### src/include/ffs_cfg.svh
// register indices, field positions and codes of the frame status block
`ifndef FFS_CFG_SVH
`define FFS_CFG_SVH

// register indices (byte address = index * 4)
`define FFS_IDX_FRAME_ADDR   4'h1
`define FFS_IDX_RX_CNT_LO    4'h2
`define FFS_IDX_RX_CNT_HI    4'h3
`define FFS_IDX_TX_STATUS    4'h5
`define FFS_IDX_RX_CTRL      4'h6
`define FFS_IDX_RX_STAT_CMD  4'h7
`define FFS_IDX_TX_CTRL      4'h8
`define FFS_IDX_TX_LEVEL     4'h9

// transmit status bits
`define FFS_TS_UNDERRUN      3
`define FFS_TS_END_OF_MSG    2
`define FFS_TS_FIFO_READY    1
`define FFS_TS_EARLY_EOM     0

// receive control bits
`define FFS_RC_LEVEL_HALF    7
`define FFS_RC_CRC_EN        6
`define FFS_RC_AMODE_HI      5
`define FFS_RC_AMODE_LO      4
`define FFS_RC_SH_IE         3
`define FFS_RC_READY_IE      1
`define FFS_RC_SPECIAL_IE    0
`define FFS_RC_MASK          8'hfb

// receive status bits
`define FFS_RS_ABORT         7
`define FFS_RS_FRAME_ERR     6
`define FFS_RS_OVERRUN       5
`define FFS_RS_END_OF_FRAME  4
`define FFS_RS_DATA_AVAIL    3
`define FFS_RS_SYNC_HUNT     2

// transmit control bits
`define FFS_TC_READY_IE      6
`define FFS_TC_URN_EOM_IE    5
`define FFS_TC_AUTO_EOM      2
`define FFS_TC_MASK          8'h64
`define FFS_TL_MODE_4M       7
`define FFS_TL_MASK          8'h87

// command field and frame address layout
`define FFS_CMD_HI           7
`define FFS_CMD_LO           4
`define FFS_FA_MASK          8'hfe
`define FFS_UNIVERSAL_ADDR   8'h7f

// fifo thresholds, early-eom base count, abort limits
`define FFS_RX_THR_HALF      5'h08
`define FFS_RX_THR_ONE       5'h01
`define FFS_EARLY_BASE       13'h0008
`define FFS_ONES_ABORT       3'h7
`define FFS_ZERO_SYM_ABORT   2'h2
`define FFS_SYM_ZERO         4'h0

`endif

### src/include/ffs_pkg.sv
// types shared by the frame status block
package ffs_pkg;

  typedef enum logic [1:0] {
    FFS_AM_ALL    = 2'h0,
    FFS_AM_FULL   = 2'h1,
    FFS_AM_NIBBLE = 2'h2,
    FFS_AM_RSVD   = 2'h3
  } ffs_amode_type;

  typedef enum logic [3:0] {
    FFS_CMD_NONE      = 4'h0,
    FFS_CMD_HUNT      = 4'h1,
    FFS_CMD_RX_PTR    = 4'h2,
    FFS_CMD_RX_SPEC   = 4'h3,
    FFS_CMD_RING_PTR  = 4'h4,
    FFS_CMD_URN_EOM   = 4'h5,
    FFS_CMD_TX_PTR    = 4'h6,
    FFS_CMD_HW_RESET  = 4'h7
  } ffs_cmd_type;

  // gray along hunt -> sync -> hunt
  typedef enum logic {
    FFS_SH_HUNT = 1'b0,
    FFS_SH_SYNC = 1'b1
  } ffs_sh_type;

endpackage

### src/design/ffs_abort_det.sv
// receive abort detector for both link rates
`timescale 1ns/1ps
`default_nettype none
`include "ffs_cfg.svh"

module ffs_abort_det
  import ffs_pkg::*;
(
  // clock and reset
  input  wire logic       i_ref_clk,
  input  wire logic       i_sys_rst,
  // rate and framing
  input  wire logic       i_mode_4m,
  input  wire logic       i_start_flag,
  input  wire logic       i_stop_flag,
  // 1 Mbit bit stream
  input  wire logic       i_bit_valid,
  input  wire logic       i_bit,
  // 4 Mbit symbol stream
  input  wire logic       i_sym_valid,
  input  wire logic [3:0] i_sym,
  input  wire logic       i_sym_illegal,
  input  wire logic       i_sym_in_stop,
  // result
  output logic            o_abort
);

  logic [2:0] ones_r;
  logic [1:0] zeros_r;
  logic       in_frame_r;
  logic       seen_flag_r;
  logic       zero_sym;
  logic       abort_1m;
  logic       abort_4m;

  assign zero_sym = i_sym_valid && (i_sym == `FFS_SYM_ZERO);

  // ----------------------------------------------------------------
  // 1 Mbit: run of ones
  // ----------------------------------------------------------------
  // RL11: seven ones abort
  assign abort_1m = !i_mode_4m && i_bit_valid && i_bit &&
                    (ones_r == (`FFS_ONES_ABORT - 3'h1));

  always_ff @(posedge i_ref_clk) begin
    if (i_sys_rst || i_start_flag) begin
      ones_r <= 3'h0;
    end else if (i_bit_valid) begin
      if (!i_bit) begin
        ones_r <= 3'h0;
      end else if (ones_r != `FFS_ONES_ABORT) begin
        ones_r <= ones_r + 3'h1;
      end
    end
  end

  // ----------------------------------------------------------------
  // 4 Mbit: zero symbols inside a frame, illegal symbols outside a stop flag after the first start flag
  // ----------------------------------------------------------------
  always_ff @(posedge i_ref_clk) begin
    if (i_sys_rst) begin
      in_frame_r  <= 1'b0;
      seen_flag_r <= 1'b0;
    end else if (i_start_flag) begin
      in_frame_r  <= 1'b1;
      seen_flag_r <= 1'b1;
    end else if (i_stop_flag) begin
      in_frame_r  <= 1'b0;
    end
  end

  always_ff @(posedge i_ref_clk) begin
    if (i_sys_rst || i_start_flag) begin
      zeros_r <= 2'h0;
    end else if (zero_sym && in_frame_r && zeros_r != `FFS_ZERO_SYM_ABORT) begin
      zeros_r <= zeros_r + 2'h1;
    end
  end

  // RL12: second zero symbol, or stray illegal symbol
  assign abort_4m = i_mode_4m &&
    ((zero_sym && in_frame_r &&
      (zeros_r == (`FFS_ZERO_SYM_ABORT - 2'h1))) ||
     (i_sym_valid && i_sym_illegal && !i_sym_in_stop && seen_flag_r));

  always_ff @(posedge i_ref_clk) begin
    if (i_sys_rst) begin
      o_abort <= 1'b0;
    end else begin
      o_abort <= abort_1m || abort_4m;
    end
  end

endmodule
`default_nettype wire

### src/design/ffs_core.sv
// frame status and control registers with classic wishbone slave
//
// Functional notes
// RL1: underrun flag while empty with bytes left
// RL2: end of message after crc and flag
// RL3: auto-clear end of message on status read
// RL4: fifo ready flag, interrupt on rise
// RL5: early eom at level, cleared on read
// RL6: rx control bit 7 picks threshold
// RL7: crc errors reported only when enabled
// RL8: address mode selects frame filter
// RL9: universal address always accepted
// RL10: rx control bits gate interrupts
// RL11: 1 Mbit abort on seven ones
// RL12: 4 Mbit abort on illegal symbols
// RL13: frame error set, cleared at start
// RL14: overrun when fifo overflows
// RL15: end of frame, cleared at start
// RL16: data available, poll only, no threshold
// RL17: sync/hunt change flag on state change
// RL18: read clears change flag or shows state
// RL19: command codes trigger reset actions
// RL20: command field clears itself
// RL21: frame address bits 7-1, bit 0 zero
// RL22: 13-bit rx byte count, low/high
// RL23: reserved bits read zero, ignore writes
//
// Chosen here: the Wishbone interface to the registers.
`timescale 1ns/1ps
`default_nettype none
`include "ffs_cfg.svh"

module ffs_core
  import ffs_pkg::*;
#(
  parameter int CNT_W  = 13,
  parameter int FIFO_W = 5
)(
  // clock and reset
  input  wire logic              i_ref_clk,
  input  wire logic              i_sys_rst,
  // wishbone slave
  input  wire logic              i_wb_cyc,
  input  wire logic              i_wb_stb,
  input  wire logic              i_wb_we,
  input  wire logic [5:0]        i_wb_adr,
  input  wire logic [3:0]        i_wb_sel,
  input  wire logic [31:0]       i_wb_dat,
  output logic [31:0]            o_wb_dat,
  output logic                   o_wb_ack,
  // transmit side
  input  wire logic              i_tx_active,
  input  wire logic              i_tx_fifo_empty,
  input  wire logic              i_tx_fifo_full,
  input  wire logic [CNT_W-1:0]  i_tx_byte_count,
  input  wire logic              i_tx_msg_done,
  // receive framing
  input  wire logic              i_rx_start_flag,
  input  wire logic              i_rx_stop_flag,
  input  wire logic              i_rx_preamble,
  input  wire logic              i_rx_crc_err,
  input  wire logic              i_rx_align_err,
  input  wire logic              i_rx_bit_valid,
  input  wire logic              i_rx_bit,
  input  wire logic              i_rx_sym_valid,
  input  wire logic [3:0]        i_rx_sym,
  input  wire logic              i_rx_sym_illegal,
  input  wire logic              i_rx_sym_in_stop,
  // receive address and fifo
  input  wire logic              i_rx_addr_valid,
  input  wire logic [7:0]        i_rx_addr,
  input  wire logic              i_rx_fifo_push,
  input  wire logic              i_rx_fifo_full,
  input  wire logic [FIFO_W-1:0] i_rx_fifo_level,
  // filter and threshold
  output logic                   o_frame_accept,
  output logic                   o_frame_reject,
  output logic                   o_rx_threshold,
  // command pulses
  output logic                   o_enter_hunt,
  output logic                   o_rx_fifo_ptr_rst,
  output logic                   o_ring_ptr_rst,
  output logic                   o_tx_fifo_ptr_rst,
  output logic                   o_hw_reset,
  // interrupt requests
  output logic                   o_tx_special_irq,
  output logic                   o_tx_ready_irq,
  output logic                   o_rx_ready_irq,
  output logic                   o_rx_special_irq
);

  // ----------------------------------------------------------------
  // bus decode
  // ----------------------------------------------------------------
  logic       ack_r;
  logic       access;
  logic       wr_hit;
  logic       rd_hit;
  logic [3:0] idx;
  logic [7:0] wdat;

  function automatic logic reg_is(input logic [3:0] a, input logic [3:0] r);
    return a == r;
  endfunction

  assign access = i_wb_cyc && i_wb_stb && !ack_r;
  assign wr_hit = access && i_wb_we && i_wb_sel[0];
  assign rd_hit = access && !i_wb_we;
  assign idx    = i_wb_adr[5:2];
  assign wdat   = i_wb_dat[7:0];

  // ----------------------------------------------------------------
  // command decode
  // ----------------------------------------------------------------
  ffs_cmd_type cmd_r;
  logic        soft_rst;
  logic        rst_all;

  always_ff @(posedge i_ref_clk) begin
    if (i_sys_rst) begin
      cmd_r <= FFS_CMD_NONE;
    end else if (wr_hit && reg_is(idx, `FFS_IDX_RX_STAT_CMD)) begin
      cmd_r <= ffs_cmd_type'(wdat[`FFS_CMD_HI:`FFS_CMD_LO]);
    end else begin
      // RL20: self-clearing command
      cmd_r <= FFS_CMD_NONE;
    end
  end

  // RL19: command code actions
  assign soft_rst          = (cmd_r == FFS_CMD_HW_RESET);
  assign rst_all           = i_sys_rst || soft_rst;
  assign o_enter_hunt      = (cmd_r == FFS_CMD_HUNT);
  assign o_rx_fifo_ptr_rst = (cmd_r == FFS_CMD_RX_PTR);
  assign o_ring_ptr_rst    = (cmd_r == FFS_CMD_RING_PTR);
  assign o_tx_fifo_ptr_rst = (cmd_r == FFS_CMD_TX_PTR);
  assign o_hw_reset        = soft_rst;

  // ----------------------------------------------------------------
  // control registers
  // ----------------------------------------------------------------
  logic [7:0] frame_addr_r;
  logic [7:0] rx_ctrl_r;
  logic [7:0] tx_ctrl_r;
  logic [7:0] tx_level_r;

  // RL21: bit 0 never stored
  // RL23: reserved bits masked on write
  always_ff @(posedge i_ref_clk) begin
    if (rst_all) begin
      frame_addr_r <= 8'h00;
      rx_ctrl_r    <= 8'h00;
      tx_ctrl_r    <= 8'h00;
      tx_level_r   <= 8'h00;
    end else if (wr_hit) begin
      if (reg_is(idx, `FFS_IDX_FRAME_ADDR)) begin
        frame_addr_r <= wdat & `FFS_FA_MASK;
      end
      if (reg_is(idx, `FFS_IDX_RX_CTRL)) begin
        rx_ctrl_r <= wdat & `FFS_RC_MASK;
      end
      if (reg_is(idx, `FFS_IDX_TX_CTRL)) begin
        tx_ctrl_r <= wdat & `FFS_TC_MASK;
      end
      if (reg_is(idx, `FFS_IDX_TX_LEVEL)) begin
        tx_level_r <= wdat & `FFS_TL_MASK;
      end
    end
  end

  logic          mode_4m;
  ffs_amode_type amode;
  logic          rd_tx_stat;
  logic          rd_rx_stat;

  assign mode_4m    = tx_level_r[`FFS_TL_MODE_4M];
  assign amode      = ffs_amode_type'(rx_ctrl_r[`FFS_RC_AMODE_HI:`FFS_RC_AMODE_LO]);
  assign rd_tx_stat = rd_hit && reg_is(idx, `FFS_IDX_TX_STATUS);
  assign rd_rx_stat = rd_hit && reg_is(idx, `FFS_IDX_RX_STAT_CMD);

  // ----------------------------------------------------------------
  // transmit status
  // ----------------------------------------------------------------
  logic             underrun_r;
  logic             eom_r;
  logic             early_r;
  logic             ready_prev_r;
  logic [CNT_W-1:0] tx_cnt_prev_r;
  logic [CNT_W-1:0] early_target;
  logic             urn_eom_clr;
  logic             tx_ready;
  logic             urn_set;
  logic             early_set;

  assign urn_eom_clr  = (cmd_r == FFS_CMD_URN_EOM);
  assign tx_ready     = !i_tx_fifo_full;
  // RL1: empty fifo while bytes remain
  assign urn_set      = i_tx_active && i_tx_fifo_empty && (i_tx_byte_count != '0);
  // level n selects a count of 8 << n
  assign early_target = CNT_W'(`FFS_EARLY_BASE << tx_level_r[2:0]);
  // RL5: count reaches early level
  assign early_set    = (tx_level_r[2:0] != 3'h0) &&
                        (i_tx_byte_count == early_target) &&
                        (tx_cnt_prev_r != early_target);

  // set wins over every clear below
  always_ff @(posedge i_ref_clk) begin
    if (rst_all) begin
      underrun_r <= 1'b0;
    end else if (urn_set) begin
      underrun_r <= 1'b1;
    end else if (urn_eom_clr) begin
      underrun_r <= 1'b0;
    end
  end

  always_ff @(posedge i_ref_clk) begin
    if (rst_all) begin
      eom_r <= 1'b0;
    // RL2: set after crc and closing flag
    end else if (i_tx_msg_done) begin
      eom_r <= 1'b1;
    // RL3: read clears only with auto-clear on
    end else if (urn_eom_clr ||
                 (rd_tx_stat && tx_ctrl_r[`FFS_TC_AUTO_EOM])) begin
      eom_r <= 1'b0;
    end
  end

  always_ff @(posedge i_ref_clk) begin
    if (rst_all) begin
      early_r       <= 1'b0;
      tx_cnt_prev_r <= '0;
    end else begin
      tx_cnt_prev_r <= i_tx_byte_count;
      if (early_set) begin
        early_r <= 1'b1;
      end else if (rd_tx_stat) begin
        early_r <= 1'b0;
      end
    end
  end

  always_ff @(posedge i_ref_clk) begin
    if (rst_all) begin
      ready_prev_r   <= 1'b0;
      o_tx_ready_irq <= 1'b0;
    end else begin
      ready_prev_r   <= tx_ready;
      // RL4: pulse on each rising ready
      o_tx_ready_irq <= tx_ready && !ready_prev_r &&
                        tx_ctrl_r[`FFS_TC_READY_IE];
    end
  end

  assign o_tx_special_irq = tx_ctrl_r[`FFS_TC_URN_EOM_IE] &&
                            (underrun_r || eom_r || early_r);

  // ----------------------------------------------------------------
  // receive status
  // ----------------------------------------------------------------
  logic       abort_det;
  logic       abort_r;
  logic       frame_err_r;
  logic       overrun_r;
  logic       eof_r;
  logic       sh_chg_r;
  ffs_sh_type sh_r;
  ffs_sh_type sh_nxt;
  logic       spec_clr;
  logic       frame_err_set;

  ffs_abort_det u_abort (
    .i_ref_clk     (i_ref_clk),
    .i_sys_rst     (rst_all),
    .i_mode_4m     (mode_4m),
    .i_start_flag  (i_rx_start_flag),
    .i_stop_flag   (i_rx_stop_flag),
    .i_bit_valid   (i_rx_bit_valid),
    .i_bit         (i_rx_bit),
    .i_sym_valid   (i_rx_sym_valid),
    .i_sym         (i_rx_sym),
    .i_sym_illegal (i_rx_sym_illegal),
    .i_sym_in_stop (i_rx_sym_in_stop),
    .o_abort       (abort_det)
  );

  assign spec_clr      = (cmd_r == FFS_CMD_RX_SPEC);
  // RL7: crc errors dropped when checking off
  assign frame_err_set = i_rx_align_err ||
                         (i_rx_crc_err && rx_ctrl_r[`FFS_RC_CRC_EN]);

  // RL11: abort flag
  always_ff @(posedge i_ref_clk) begin
    if (rst_all) begin
      abort_r <= 1'b0;
    end else if (abort_det) begin
      abort_r <= 1'b1;
    end else if (spec_clr) begin
      abort_r <= 1'b0;
    end
  end

  // RL13: frame error, start flag clears
  always_ff @(posedge i_ref_clk) begin
    if (rst_all) begin
      frame_err_r <= 1'b0;
    end else if (frame_err_set) begin
      frame_err_r <= 1'b1;
    end else if (spec_clr || i_rx_start_flag) begin
      frame_err_r <= 1'b0;
    end
  end

  // RL14: push into a full fifo
  always_ff @(posedge i_ref_clk) begin
    if (rst_all) begin
      overrun_r <= 1'b0;
    end else if (i_rx_fifo_push && i_rx_fifo_full) begin
      overrun_r <= 1'b1;
    end else if (spec_clr) begin
      overrun_r <= 1'b0;
    end
  end

  // RL15: closing flag or abort
  always_ff @(posedge i_ref_clk) begin
    if (rst_all) begin
      eof_r <= 1'b0;
    end else if (i_rx_stop_flag || abort_det) begin
      eof_r <= 1'b1;
    end else if (spec_clr || i_rx_start_flag) begin
      eof_r <= 1'b0;
    end
  end

  // RL17: sync/hunt tracking
  always_comb begin
    sh_nxt = sh_r;
    unique case (sh_r)
      FFS_SH_HUNT: begin
        if (i_rx_start_flag || (mode_4m && i_rx_preamble)) begin
          sh_nxt = FFS_SH_SYNC;
        end
      end
      FFS_SH_SYNC: begin
        if (o_enter_hunt || i_rx_stop_flag) begin
          sh_nxt = FFS_SH_HUNT;
        end
      end
    endcase
  end

  always_ff @(posedge i_ref_clk) begin
    if (rst_all) begin
      sh_r <= FFS_SH_HUNT;
    end else begin
      sh_r <= sh_nxt;
    end
  end

  always_ff @(posedge i_ref_clk) begin
    if (rst_all) begin
      sh_chg_r <= 1'b0;
    end else if (sh_nxt != sh_r) begin
      sh_chg_r <= 1'b1;
    // RL18: read clears only with interrupt on
    end else if (rd_rx_stat && rx_ctrl_r[`FFS_RC_SH_IE]) begin
      sh_chg_r <= 1'b0;
    end
  end

  // RL10: interrupt gating
  assign o_rx_special_irq =
    (rx_ctrl_r[`FFS_RC_SPECIAL_IE] &&
     (abort_r || frame_err_r || overrun_r || eof_r)) ||
    (rx_ctrl_r[`FFS_RC_SH_IE] && sh_chg_r);

  // RL6: threshold selection
  always_ff @(posedge i_ref_clk) begin
    if (rst_all) begin
      o_rx_threshold <= 1'b0;
    end else if (rx_ctrl_r[`FFS_RC_LEVEL_HALF]) begin
      o_rx_threshold <= i_rx_fifo_level > FIFO_W'(`FFS_RX_THR_HALF);
    end else begin
      o_rx_threshold <= i_rx_fifo_level > FIFO_W'(`FFS_RX_THR_ONE);
    end
  end

  assign o_rx_ready_irq = rx_ctrl_r[`FFS_RC_READY_IE] && o_rx_threshold;

  // ----------------------------------------------------------------
  // address filter and byte count
  // ----------------------------------------------------------------
  logic             addr_ok;
  logic [CNT_W-1:0] rx_cnt_r;

  always_comb begin
    addr_ok = 1'b0;
    unique case (amode)
      // RL8: filter modes
      FFS_AM_ALL:    addr_ok = 1'b1;
      FFS_AM_FULL:   addr_ok = i_rx_addr[7:1] == frame_addr_r[7:1];
      FFS_AM_NIBBLE: addr_ok = i_rx_addr[7:4] == frame_addr_r[7:4];
      FFS_AM_RSVD:   addr_ok = 1'b0;
    endcase
    // RL9: universal address
    if (i_rx_addr == `FFS_UNIVERSAL_ADDR) begin
      addr_ok = 1'b1;
    end
  end

  always_ff @(posedge i_ref_clk) begin
    if (rst_all) begin
      o_frame_accept <= 1'b0;
      o_frame_reject <= 1'b0;
    end else begin
      o_frame_accept <= i_rx_addr_valid && addr_ok;
      o_frame_reject <= i_rx_addr_valid && !addr_ok;
    end
  end

  // RL22: running count, restarts per packet
  always_ff @(posedge i_ref_clk) begin
    if (rst_all || i_rx_start_flag) begin
      rx_cnt_r <= '0;
    end else if (i_rx_fifo_push) begin
      rx_cnt_r <= rx_cnt_r + CNT_W'(1);
    end
  end

  // ----------------------------------------------------------------
  // read mux and acknowledge
  // ----------------------------------------------------------------
  logic [7:0] rd_val;

  // RL23: reserved and unmapped read zero
  always_comb begin
    rd_val = 8'h00;
    unique case (idx)
      `FFS_IDX_FRAME_ADDR: rd_val = frame_addr_r;
      `FFS_IDX_RX_CNT_LO:  rd_val = rx_cnt_r[7:0];
      `FFS_IDX_RX_CNT_HI:  rd_val = {3'h0, rx_cnt_r[CNT_W-1:8]};
      `FFS_IDX_TX_STATUS: begin
        rd_val[`FFS_TS_UNDERRUN]   = underrun_r;
        rd_val[`FFS_TS_END_OF_MSG] = eom_r;
        rd_val[`FFS_TS_FIFO_READY] = tx_ready;
        rd_val[`FFS_TS_EARLY_EOM]  = early_r;
      end
      `FFS_IDX_RX_CTRL:    rd_val = rx_ctrl_r;
      `FFS_IDX_RX_STAT_CMD: begin
        rd_val[`FFS_RS_ABORT]        = abort_r;
        rd_val[`FFS_RS_FRAME_ERR]    = frame_err_r;
        rd_val[`FFS_RS_OVERRUN]      = overrun_r;
        rd_val[`FFS_RS_END_OF_FRAME] = eof_r;
        // RL16: poll-only, ignores threshold
        rd_val[`FFS_RS_DATA_AVAIL]   = i_rx_fifo_level != '0;
        rd_val[`FFS_RS_SYNC_HUNT]    = rx_ctrl_r[`FFS_RC_SH_IE] ?
                                       sh_chg_r : (sh_r == FFS_SH_SYNC);
      end
      `FFS_IDX_TX_CTRL:    rd_val = tx_ctrl_r;
      `FFS_IDX_TX_LEVEL:   rd_val = tx_level_r;
      default:             rd_val = 8'h00;
    endcase
  end

  // one wait state: ack in the cycle after the request
  always_ff @(posedge i_ref_clk) begin
    if (i_sys_rst) begin
      ack_r    <= 1'b0;
      o_wb_dat <= 32'h0000_0000;
    end else begin
      ack_r <= access;
      if (rd_hit) begin
        o_wb_dat <= {24'h00_0000, rd_val};
      end
    end
  end

  assign o_wb_ack = ack_r;

endmodule
`default_nettype wire

### config.mk
export PLATFORM = sky130hd
export DESIGN_NAME = ffs_core
export DESIGN_NICKNAME = d
export VERILOG_FILES = /design/src/include/ffs_pkg.sv /design/src/design/ffs_abort_det.sv /design/src/design/ffs_core.sv
export VERILOG_INCLUDE_DIRS = /design/src /design/src/include
export SDC_FILE = /design/constraint.sdc
export NUM_CORES = 1
export LEC_CHECK = 0
export ABC_AREA = 1
export CORE_ASPECT_RATIO = 1.2
export CORE_MARGIN = 2
export CORE_UTILIZATION = 57
export DETAILED_ROUTE_END_ITERATION = 7
export DONT_BUFFER_PORTS = 1
export HOLD_SLACK_MARGIN = 0.02
export PLACE_DENSITY_LB_ADDON = 0.12
export SETUP_SLACK_MARGIN = 0.2
export SLEW_MARGIN = 20
export SYNTH_ARGS = -nofsm -noshare
export SYNTH_HDL_FRONTEND = slang
export SYNTH_SLANG_ARGS = --single-unit
### constraint.sdc
create_clock -name i_ref_clk -period 1.5 [get_ports i_ref_clk]
set_input_delay 0.45 -clock i_ref_clk [delete_from_list [all_inputs] [get_ports i_ref_clk]]
set_output_delay 0.45 -clock i_ref_clk [all_outputs]
set_load 0.1 [all_outputs]
# ---- Yosys cells after proc, flatten, opt, wreduce, memory -nomap -nowiden
# Cells that the tools add are included.
dict set report word_totals {
  regBits 82
  inputBits 94
}
dict set report classes {
  n_addsub 3
  n_lt_le_gt_ge 2
  n_eq_ne 29
  shift 1
  n_mux 28
  n_bitwise 2
  reduce_logical 79
}
# cell count
set ops {}
lappend ops {{$logic_and A1 B1 Y1} 36}
lappend ops {{$eq A4 B3 Y1 const B} 7}
lappend ops {{$pmux W4 S7} 1}
lappend ops {{$mux W1} 21}
lappend ops {{$reduce_bool A2 Y1} 9}
lappend ops {{$eq A4 B2 Y1 const B} 4}
lappend ops {{$logic_or A1 B1 Y1} 16}
lappend ops {{$pmux W2 S8} 1}
lappend ops {{$add A13 B1 Y13 const B} 1}
lappend ops {{$eq A13 B13 Y1} 1}
lappend ops {{$ne A13 B13 Y1} 1}
lappend ops {{$reduce_bool A13 Y1} 1}
lappend ops {{$shl A4 B3 Y13 const A} 1}
lappend ops {{$pmux W2 S6} 1}
lappend ops {{$reduce_and A2 Y1} 5}
lappend ops {{$eq A4 B1 Y1 const B} 2}
lappend ops {{$eq A4 B4 Y1 const B} 2}
lappend ops {{$eq A8 B7 Y1 const B} 1}
lappend ops {{$eq A7 B7 Y1} 1}
lappend ops {{$logic_not A1 Y1} 7}
lappend ops {{$mux W3} 2}
lappend ops {{$gt A5 B1 Y1 const B} 1}
lappend ops {{$gt A5 B4 Y1 const B} 1}
lappend ops {{$reduce_bool A5 Y1} 1}
lappend ops {{17 further kinds} 20}

# ---- Depth between registers and ports, before layout
# Gate-level depths: netlist of run 1.
dict set report depth {
  ltp_word 8
  ltp_mapped 11
  depth_no_buf 11
}

# ---- Modules after synthesis
# A second synthesis of run 1 with hierarchy kept.
dict set report hier_totals {
  cells_unflattened 627
  hier_area_um2 4220.3
}
# module n_inst cells_per_inst area_each_um2 seq_area_each_um2
set by_module_without_submodules {}
lappend by_module_without_submodules {ffs_core 1 560 3772.4 1481.4}
lappend by_module_without_submodules {ffs_abort_det 1 67 447.9 160.2}

# ---- Worst setup path after synthesis of run 1
# OpenSTA, ideal clock, no wires.
dict set report synth_path {
  path_kind {register to output}
  startpoint {register cmd_r[2]}
  endpoint {output port o_ring_ptr_rst}
  t_arrival_ns 2.559
  t_required_ns 1.050
  setup_slack_ns -1.509
  stages_incl_launch_ff 5
  n_path_buf 0
  cell_sequence {dfxtp_1 -> inv_1 -> nor2_1 -> inv_2 -> nor3_1}
}
dict set report synth_between {
  elab_chain_len 1
}
# item line
set synth_lines {}
lappend synth_lines {{start, declared} ffs_core.sv:115} ;# ffs_cmd_type cmd_r;
lappend synth_lines {{start signal, assigned} ffs_core.sv:123} ;# cmd_r <= ffs_cmd_type'(wdat[`FFS_CMD_HI:`FFS_CMD_LO]);
lappend synth_lines {{$eq A4 B3 Y1} ffs_core.sv:135} ;# assign o_ring_ptr_rst = (cmd_r == FFS_CMD_RING_PTR);
lappend synth_lines {{end, declared} ffs_core.sv:82} ;# output logic o_ring_ptr_rst,
# Every way passes these cells.

# ---- Worst setup path after layout of run 1
dict set report layout_path {
  startpoint {register abort_r}
  endpoint {output port o_rx_special_irq}
}
dict set report layout_between {
  elab_chain_len 5
}
# item line
set layout_lines {}
lappend layout_lines {{start, declared} ffs_core.sv:263} ;# logic abort_r;
lappend layout_lines {{start signal, assigned} ffs_core.sv:296} ;# abort_r <= 1'b0;
lappend layout_lines {{start signal, assigned} ffs_core.sv:298} ;# abort_r <= 1'b1;
lappend layout_lines {{start signal, assigned} ffs_core.sv:300} ;# abort_r <= 1'b0;
lappend layout_lines {{$logic_or A1 B1 Y1 (3 in series)} ffs_core.sv:376} ;# (abort_r || frame_err_r || overrun_r || eof_r)) ||
lappend layout_lines {{$logic_and A1 B1 Y1} ffs_core.sv:375} ;# (rx_ctrl_r[`FFS_RC_SPECIAL_IE] &&
lappend layout_lines {{$logic_or A1 B1 Y1} ffs_core.sv:375}
lappend layout_lines {{end, declared} ffs_core.sv:89} ;# output logic o_rx_special_irq
# Every way passes these cells.

==> flow_summary.json, run 1 <==
{
  "synth_compound_area_frac": 0.149,
  "wl_per_cell_um": 16.5,
  "worstPathRequired_ps": 1050,
  "max_freq_mhz": 553,
  "start_kind": "flop",
  "cp_slowest_cell": "o41ai_4",
  "drtPass1Iterations": 5,
  "start_util": 0.583,
  "leakagePower_nw": 2.36,
  "syn_avg_cell_area_um2": 6.85,
  "slew_headroom": 0.651,
  "layout.nets": 778,
  "cts_hold_repair.buffers": 0,
  "diodes": 0,
  "synth_fa_ha_area_frac": 0.0178,
  "setup_viol_count_final": 72,
  "ys_seq_elements": 82,
  "die_x_um": 82.5,
  "synth.cell_area_um2": 4220,
  "dp_hpwl_um": 8600,
  "violations": "setup timing",
  "cts_tree": "yes",
  "clock-root-buffer": "clkbuf_8",
  "crit_type": "reg2out",
  "row_count": 34,
  "min_path_type": "in2reg",
  "cellPowerDensity_nw_per_um2": 791,
  "grt_max_degree": 15,
  "fin_crit_sh": 1.21,
  "drive_gt1_frac": 0.357,
  "ant_nets": 0,
  "worst_slew_pin_slew_ps": 518,
  "dieArea_um2": 8110,
  "io_buffers": 0,
  "worstRegToRegCells": 13,
  "ys_warn_count": 0,
  "crit_arrival_ps": 1360,
  "critPathBufInv": 0,
  "synth_xor_area_frac": 0.0270,
  "hold_end": "o_wb_dat[4]",
  "boundaryPins": 139,
  "grt_pass1_wl_um": 18500,
  "cp_top_family": "compound AO/OA/AOI/OAI gates",
  "rsz0062_at_grt": "true",
  "syn_inst": 616,
  "clkSinkCount": 82,
  "muxShareOfSynthArea": 0,
  "drcViolationCount": 0,
  "htree_levels": 3,
  "placed_area_um2": 4720,
  "status": "complete, but fails checks",
  "dpl_worst_slack_ps": 1.18,
  "worst-path-max-fanout": 3,
  "layout_min_cycle_time_ps": 1810,
  "drt_first_iter_violations": 303,
  "fin_skew_ps": 13.0,
  "setup_ws_ps": -310,
  "grt-ovfl-total": 0,
  "rr_endpoint": "rx_cnt_r[11]",
  "place.gp.congestion": 0.984,
  "synth_top_family_by_area": "simple AND/OR/NAND/NOR gates",
  "grt_usage": 0.298,
  "min_path_cells": 1,
  "core_um2": 7230,
  "cts_made_buffers": 9,
  "antenna_found_initial": 0,
  "endpoint_kind": "output pin",
  "hold_viol": 0,
  "vias_per_cell": 5.59,
  "max_stage_delay_ps": 390,
  "final_area_um2": 5930,
  "syn_to_final_growth_pct": 40.7,
  "clk_pin_slew_worst_paths_ps": 90,
  "n_fill_cell": 478,
  "die_y_um": 98.2,
  "max-clock-path-buffers": 2,
  "worstReg2RegStart": "cmd_r[2]",
  "routed_wl_um": 12700,
  "grt_pass1_vias": 4084,
  "vdd_ir_drop_max_v": 0.000755,
  "maxCapViolations": 0,
  "hp-start": "i_sys_rst",
  "clk_latency_ps": 360,
  "synth_cell_types": 36,
  "yosys.area_share.simple": 0.273,
  "rrSetupSlack_ps": -170,
  "path_cells": "o41ai_4 -> nand2_4",
  "slew_violations": 0,
  "vias": 4324,
  "ys_seq_area_frac": 0.389
}
-- cell type report --
cell class                      count  area (um2)  area share
Timing Repair inverter              2        22.5     0.00380
Inverter                           95         412      0.0694
Clock buffer                       10         138      0.0232
Multi-Input combinational cell    426        2690       0.453
Sequential cell                    82        1720       0.290
Tap cell                           90         113      0.0190
Timing Repair Buffer               62         779       0.131
Clock inverter                      6        65.1      0.0110
-- layout by cell type (no fill, tap or decap), types with 17 or more instances in the layout --
cell type	synthesis	final
inv_1	83	73
o21ai_2	0	23
nor2_1	84	60
dfxtp_1	82	54
nor2_4	2	23
buf_4	26	30
nand2_1	111	102
a21oi_2	0	23
conb_1	1	24
a21oi_1	55	30
nand3_1	27	25
dfxtp_4	0	17
-- registers in the layout, summed over array words and instances (netlist names), 2 cells and up --
signal,count
tx_ctrl_r,3
u_abort.zeros_r,2
frame_addr_r,7
tx_level_r,4
tx_cnt_prev_r,13
u_abort.ones_r,3
cmd_r,4
o_wb_dat,8
rx_cnt_r,13
rx_ctrl_r,7
-- what timing repair did --
action	CTS	global route
setup endpoints to repair	47	95
setup buffers	11	9
pin swaps	41	34
gates resized for setup	138	66
cloned	4	3
-- layer usage --
layer	vias up	global-route usage	routed length, um
li1	2068	-	-
met1	1975	0.352	4690
met2	225	0.500	6450
met3	56	0.0647	1020
met4	0	0.149	571
met5	-	0	0
-- how the worst max path moves through the flow --
| stage | from | endpoint | slack [ps] | cells after the start |
|---|---|---|---|---|
| 3_3_place_gp | i_wb_stb | frame_addr_r[1] | 50 | 9 |
| 2_1_floorplan | cmd_r[2] | rx_cnt_r[9] | -250 | 10 |
| 5_1_grt | abort_r | o_rx_special_irq | -350 | 2 |
| 4_1_cts | abort_r | o_rx_special_irq | -320 | 2 |
| 3_5_place_dp | i_rx_sym[1] | u_abort.zeros_r[0] | 1 | 5 |
| 6_report | abort_r | o_rx_special_irq | -310 | 2 |
-- cells in the mapped netlist, drive strengths merged --
master  count  area share
nand2     112        0.10
inv        94       0.084
nor2       92       0.089
dfxtp      82        0.39
a21oi      55       0.065
o21ai      42       0.050
buf        36       0.058
nand3      27       0.032
nand4      15       0.022
nor3       13       0.018
xor2       10       0.021
ha          6       0.018
o22ai       6      0.0089
o211ai      4      0.0071
nor4        3      0.0044
xnor2       3      0.0062
a21boi      2      0.0036
a31oi       2      0.0030
nand3b      2      0.0036
o31ai       2      0.0036
a211oi      1      0.0018
clkinv      1     0.00089
conb        1     0.00089
nor3b       1      0.0018
nor4b       1      0.0021
o21bai      1      0.0018
o31a        1      0.0021
o41ai       1      0.0021
-- cell families after synthesis --
kind of cell | count (synthesis)
AND/OR/NAND/NOR | 266
buffers and inverters | 131
AO/OA/AOI/OAI | 117
flip-flops | 82
XOR/XNOR | 13
adder cells (fa/ha/maj) | 6
other | 1
-- where the power goes --
part | leakage [nW] | internal (mW) | total [mW] | switching, mW
clock network | 0.103 | 0.817 | 1.64 | 0.819
registers | 0.686 | 2.20 | 2.27 | 0.0645
logic | 1.57 | 0.238 | 0.793 | 0.555
-- per-stage QoR --
step / hold WS, ps / utilization / cells / power [mW] / TNS [ps]
CTS: 138 / 0.765 / 761 / 4.60 / -1630
floorplan: 367 / - / 639 / 2.89 / -7610
detailed placement: 375 / 0.653 / 730 / 2.91 / 0
global placement: 372 / 0.653 / 730 / 2.90 / 0
finish: 141 / 0.821 / 773 / 4.70 / -7190
global route: 123 / 0.821 / 773 / 4.84 / -10510
No activity file was read; power rests on OpenSTA's default activity.
==> run 2, diff against run 1 <==
Settings changed: CORE_ASPECT_RATIO 1.2 to 1.5.
==> flow_summary.json, run 2 (synthesis results as in run 1) <==
{
  "status": "complete, but fails checks",
  "violations": "setup timing",
  "setup_viol_count_final": 7,
  "place.gp.congestion": 0.905,
  "grt_max_degree": 25,
  "maxCapViolations": 0,
  "dpl_worst_slack_ps": -44.8,
  "clkSinkCount": 82,
  "placed_area_um2": 4710,
  "max-clock-path-buffers": 2,
  "layout_common_cells": "nand2_1 (100), inv_1 (73), nor2_1 (70)",
  "path_cells": "o41ai_4 -> nand2_4",
  "routed_wl_um": 12900,
  "highest-signal-layer": "met4",
  "layout.nets": 768,
  "drcViolationCount": 0,
  "met2WireLength_um": 7350,
  "core_um2": 7230,
  "rsz0062_at_grt": "true",
  "cp.depth": 2,
  "clk_latency_ps": 370,
  "final_core_util": 0.789,
  "grt_usage": 0.301,
  "drt_first_iter_violations": 262,
  "start_util": 0.584,
  "leakagePower_nw": 2.31,
  "mostFrequentLayoutCell": "nand2_1",
  "multiInputGateArea_um2": 2630,
  "final_area_um2": 5700,
  "antenna_found_initial": 0,
  "row_count": 38,
  "n_fill_cell": 532,
  "stdcell_count": 773,
  "wl_per_cell_um": 16.7,
  "worstReg2RegStart": "cmd_r[2]",
  "startpoint": "abort_r",
  "max_freq_mhz": 554,
  "start_kind": "flop",
  "seq_area_um2": 1730,
  "vdd_ir_drop_max_v": 0.000615,
  "clk_pin_slew_worst_paths_ps": 90,
  "dp_hpwl_um": 9030,
  "wl_met1_um": 4390,
  "hold_viol": 0,
  "diodes": 0,
  "cellPowerDensity_nw_per_um2": 799,
  "grt_pass1_vias": 3870,
  "layout_min_cycle_time_ps": 1810,
  "grt_pass1_wl_um": 18200,
  "syn_to_final_growth_pct": 35.2,
  "crit_arrival_ps": 1360,
  "vias": 4233,
  "endpoint_kind": "output pin",
  "max_stage_delay_ps": 400,
  "drive_gt1_frac": 0.325,
  "min_path_type": "in2reg",
  "fin_skew_ps": 12.3,
  "ant_nets": 0,
  "clock-root-buffer": "clkbuf_8",
  "grt-ovfl-total": 0,
  "cp_slowest_cell": "o41ai_4",
  "placed_cells": 739,
  "die_y_um": 109,
  "drtPass1Iterations": 5,
  "fin_crit_sh": 1.20,
  "worstPathRequired_ps": 1050,
  "boundaryPins": 139,
  "critPathBufInv": 0,
  "reg.largest.list": "rx_cnt_r: 13 flops, tx_cnt_prev_r: 13 flops, o_wb_dat: 8 flops",
  "die_x_um": 74.2,
  "dr_wl_met3_um": 727,
  "htree_levels": 3,
  "cts_tree": "yes",
  "worst-path-max-fanout": 3,
  "crit_type": "reg2out",
  "dieArea_um2": 8120,
  "rrSetupSlack_ps": 20,
  "rr_endpoint": "u_abort.ones_r[2]",
  "cts_made_buffers": 9,
  "critical_path.endpoint": "o_rx_special_irq",
  "cp_top_family": "compound AO/OA/AOI/OAI gates",
  "worstRegToRegCells": 11,
  "io_buffers": 0,
  "vias_per_cell": 5.48,
  "slew_violations": 0,
  "setup_ws_ps": -306
}
run 2: final cells by class:
| type | count | share of cell area |
|---|---|---|
| Tap cell | 100 | 0.0219 |
| Multi-Input combinational cell | 426 | 0.460 |
| Inverter | 95 | 0.0695 |
| Clock buffer | 13 | 0.0261 |
| Sequential cell | 82 | 0.302 |
| Clock inverter | 3 | 0.00702 |
| Timing Repair inverter | 1 | 0.00285 |
| Timing Repair Buffer | 53 | 0.110 |
run 2: metal layers:
metal | vias up | global-route usage
li1 | 2051 | -
met1 | 1987 | 0.292
met2 | 161 | 0.584
met3 | 34 | 0.0715
met4 | 0 | 0.133
met5 | - | 0
run 2: worst min path at each step:
stage / start / endpoint / cells past startpoint
after floorplan: ready_prev_r / o_tx_ready_irq / 1
after global placement: ready_prev_r / o_tx_ready_irq / 1
after detailed placement: ready_prev_r / o_tx_ready_irq / 1
after CTS: i_sys_rst / o_wb_dat[2] / 1
after global routing: i_tx_fifo_full / o_tx_ready_irq / 1
final: i_tx_fifo_full / o_tx_ready_irq / 1
run 2: repair_timing:
item                       CTS  global route
pin swaps                   16            16
gates resized for setup    123            51
gates cloned                 1             4
setup endpoints to repair   60            89
hold buffers                 0             0
buffers inserted             8             5
run 2: metrics by stage:
stage          setup TNS, ps  hold WS [ps]  power (mW)
3_5_place_dp            -166           398        2.90
3_3_place_gp           -7.95           404        2.89
4_1_cts                -1630           138        4.49
6_report               -1580           142        4.55
5_1_grt                -1980           125        4.70
2_1_floorplan          -7610           367        2.89
run 2: power breakdown:
group / leakage, nW / total [mW] / switching, mW / internal (mW)
registers: 0.687 / 2.26 / 0.0625 / 2.20
logic: 1.52 / 0.711 / 0.521 / 0.190
clock network: 0.0974 / 1.58 / 0.771 / 0.812
==> run 3, diff against run 2 <==
Settings changed: ABC_AREA 1 to not set, CORE_UTILIZATION 57 to 58.
Clock period 1.5 ns to 2 ns, I/O delays scaled along.
==> flow_summary.json, run 3 <==
{
  "syn_avg_cell_area_um2": 8.56,
  "maxCapViolations": 0,
  "ant_nets": 0,
  "dp_hpwl_um": 8820,
  "grt_max_degree": 24,
  "start_kind": "flop",
  "p_int_mw": 2.37,
  "clk_pin_slew_worst_paths_ps": 80,
  "start_util": 0.597,
  "core_um2": 7230,
  "boundaryPins": 139,
  "dieArea_um2": 8160,
  "rr_endpoint": "early_r",
  "ys_seq_area_frac": 0.380,
  "hold_end": "o_wb_ack",
  "drt_first_iter_violations": 195,
  "p_sw_uw": 978,
  "p_clk_frac": 0.367,
  "p_sw_frac": 0.292,
  "min_path_type": "in2reg",
  "crit_type": "reg2out",
  "leakagePower_nw": 1.89,
  "cts_made_buffers": 9,
  "endpoint_kind": "output pin",
  "drcViolationCount": 0,
  "rrSetupSlack_ps": 240,
  "rsz0062_at_grt": "true",
  "finalSetupTns_ps": 0,
  "synth_enable_flop_cells": 0,
  "htree_levels": 3,
  "clk_latency_ps": 370,
  "total_power_mw": 3.35,
  "fin_crit_sh": 0.994,
  "reg.largest.list": "rx_cnt_r: 13 flops, tx_cnt_prev_r: 13 flops, o_wb_dat: 8 flops",
  "hold_viol": 0,
  "clkSinkCount": 82,
  "synth_ff_type": "dfxtp_1",
  "synth.most_common_cell": "dfxtp_1",
  "routed_wl_um": 11600,
  "die_x_um": 74.4,
  "drtPass1Iterations": 4,
  "multiInputGateArea_um2": 2600,
  "place.gp.congestion": 0.984,
  "grt_pass1_vias": 3665,
  "yosys.area.top_type": "dfxtp_1",
  "layout_min_cycle_time_ps": 1990,
  "crit_arrival_ps": 1390,
  "grt_pass1_wl_um": 17600,
  "wl_per_cell_um": 18.2,
  "synth_common_cells": "dfxtp_1 (82), nor2_1 (81), mux2i_1 (27)",
  "whs_ps": 284,
  "vdd_ir_drop_max_v": 0.000532,
  "ys_seq_elements": 82,
  "vias": 3726,
  "dpl_worst_slack_ps": 112,
  "syn_inst": 504,
  "setup_viol_count_final": 0,
  "async_flop_share": 0,
  "synth.cell_area_um2": 4320,
  "cts_tree": "yes",
  "seq_area_um2": 1670,
  "seq_power_share": 0.505,
  "worst-path-max-fanout": 2,
  "antenna_found_initial": 0,
  "worstReg2RegStart": "tx_level_r[0]",
  "layout.nets": 630,
  "layout_common_cells": "nor2_1 (80), dfxtp_1 (71), buf_4 (29)",
  "worstRegToRegCells": 5,
  "drive_gt1_frac": 0.181,
  "max-clock-path-buffers": 2,
  "cts_hold_repair.buffers": 0,
  "mostFrequentLayoutCell": "nor2_1",
  "row_count": 38,
  "stdcell_count": 635,
  "fin_skew_ps": 10.8,
  "vias_per_cell": 5.87,
  "n_fill_cell": 603,
  "setup_ws_ps": 12.3,
  "status": "finished, final reports clean",
  "io_buffers": 0,
  "grt-ovfl-total": 0,
  "ys_warn_count": 0,
  "synth_cell_types": 66,
  "synth_top_area_share": 0.380,
  "worstPathRequired_ps": 1400,
  "slew_violations": 0,
  "min_path_cells": 1,
  "synth_area_leaders": "dfxtp_1 (38%), nor2_1 (7.0%), mux2i_1 (6.3%)",
  "max_freq_mhz": 503,
  "grt_usage": 0.291,
  "syn_to_final_growth_pct": 17.0,
  "clock-root-buffer": "clkbuf_8",
  "placed_cells": 611,
  "hp-start": "i_sys_rst",
  "cellPowerDensity_nw_per_um2": 663,
  "combPwrFrac": 0.128,
  "die_y_um": 110,
  "diodes": 0
}
==> run 3: changes by cell type after synthesis, sizes merged, moves of 17 or more <==
cell,before,now
a21oi,55,21
inv,94,10
o21ai,42,14
clkbuf,0,17
nand3,27,6
nand2,112,25
and2,0,18
mux2i,0,27
==> run 3: worst max-delay path: stages (launching register included) <==
cell	delay, ps
dfxtp_2	350
o41ai_4	370
nand2_2	130
buf_12	180
==> run 3: metrics by stage <==
step	area [um2]	utilization
after detailed placement	4650	0.643
after floorplan	4530	-
after global routing	5050	0.698
after global placement	4650	0.643
after CTS	5010	0.694
final	5050	0.698
==> run 3: worst max-delay path by stage <==
stage / start / to / cells after the start / slack (ps)
6_report: abort_r / o_rx_special_irq / 3 / 10
5_1_grt: abort_r / o_rx_special_irq / 3 / -30
4_1_cts: abort_r / o_rx_special_irq / 3 / 50
3_5_place_dp: i_tx_byte_count[0] / early_r / 5 / 110
3_3_place_gp: i_tx_byte_count[0] / early_r / 5 / 150
2_1_floorplan: cmd_r[2] / o_enter_hunt / 1 / -70
==> run 3: timing repair <==
action / in CTS / in global routing
buffers inserted: 8 / 0
pin swaps: 6 / 4
gates resized for setup: 26 / 6
setup endpoints to repair: 8 / 8
==> run 3: area by class of cell <==
class | instances | area share
multi-input combinational | 387 | 0.515
sequential | 82 | 0.331
timing repair buffer | 40 | 0.0816
clock buffer | 10 | 0.0273
tap | 100 | 0.0248
clock inverter | 6 | 0.0131
inverter | 10 | 0.00744
==> run 3: power groups by stage <==
stage                     Sequential (mW)  Clock, mW  Combinational (mW)
after floorplan                      1.76          0               0.399
after global placement               1.73          0               0.419
after detailed placement             1.73          0               0.424
after CTS                            1.69       1.24               0.428
after global routing                 1.69       1.31               0.455
final                                1.69       1.23               0.430
==> run 3: cell families (layout without fill, tap and decap cells) <==
family / count (synthesis) / in the layout / share of synthesized area
other: 1 / 24 / 0.000869
muxes: 31 / 31 / 0.0731
adders and majority gates: 6 / 6 / 0.0174
and+or+nand+nor: 215 / 215 / 0.269
AOI/OAI and AO/OA: 91 / 91 / 0.144
xor gates and xnor gates: 20 / 20 / 0.0406
DFF: 82 / 82 / 0.380
buffers and inverters: 58 / 66 / 0.0745
==> run 3: layer usage <==
layer,track usage,routed length [um],vias up
met4,0.151,506,0
li1,-,-,1799
met1,0.295,4150,1783
met5,0,0,-
met2,0.533,6270,110
met3,0.0715,647,34
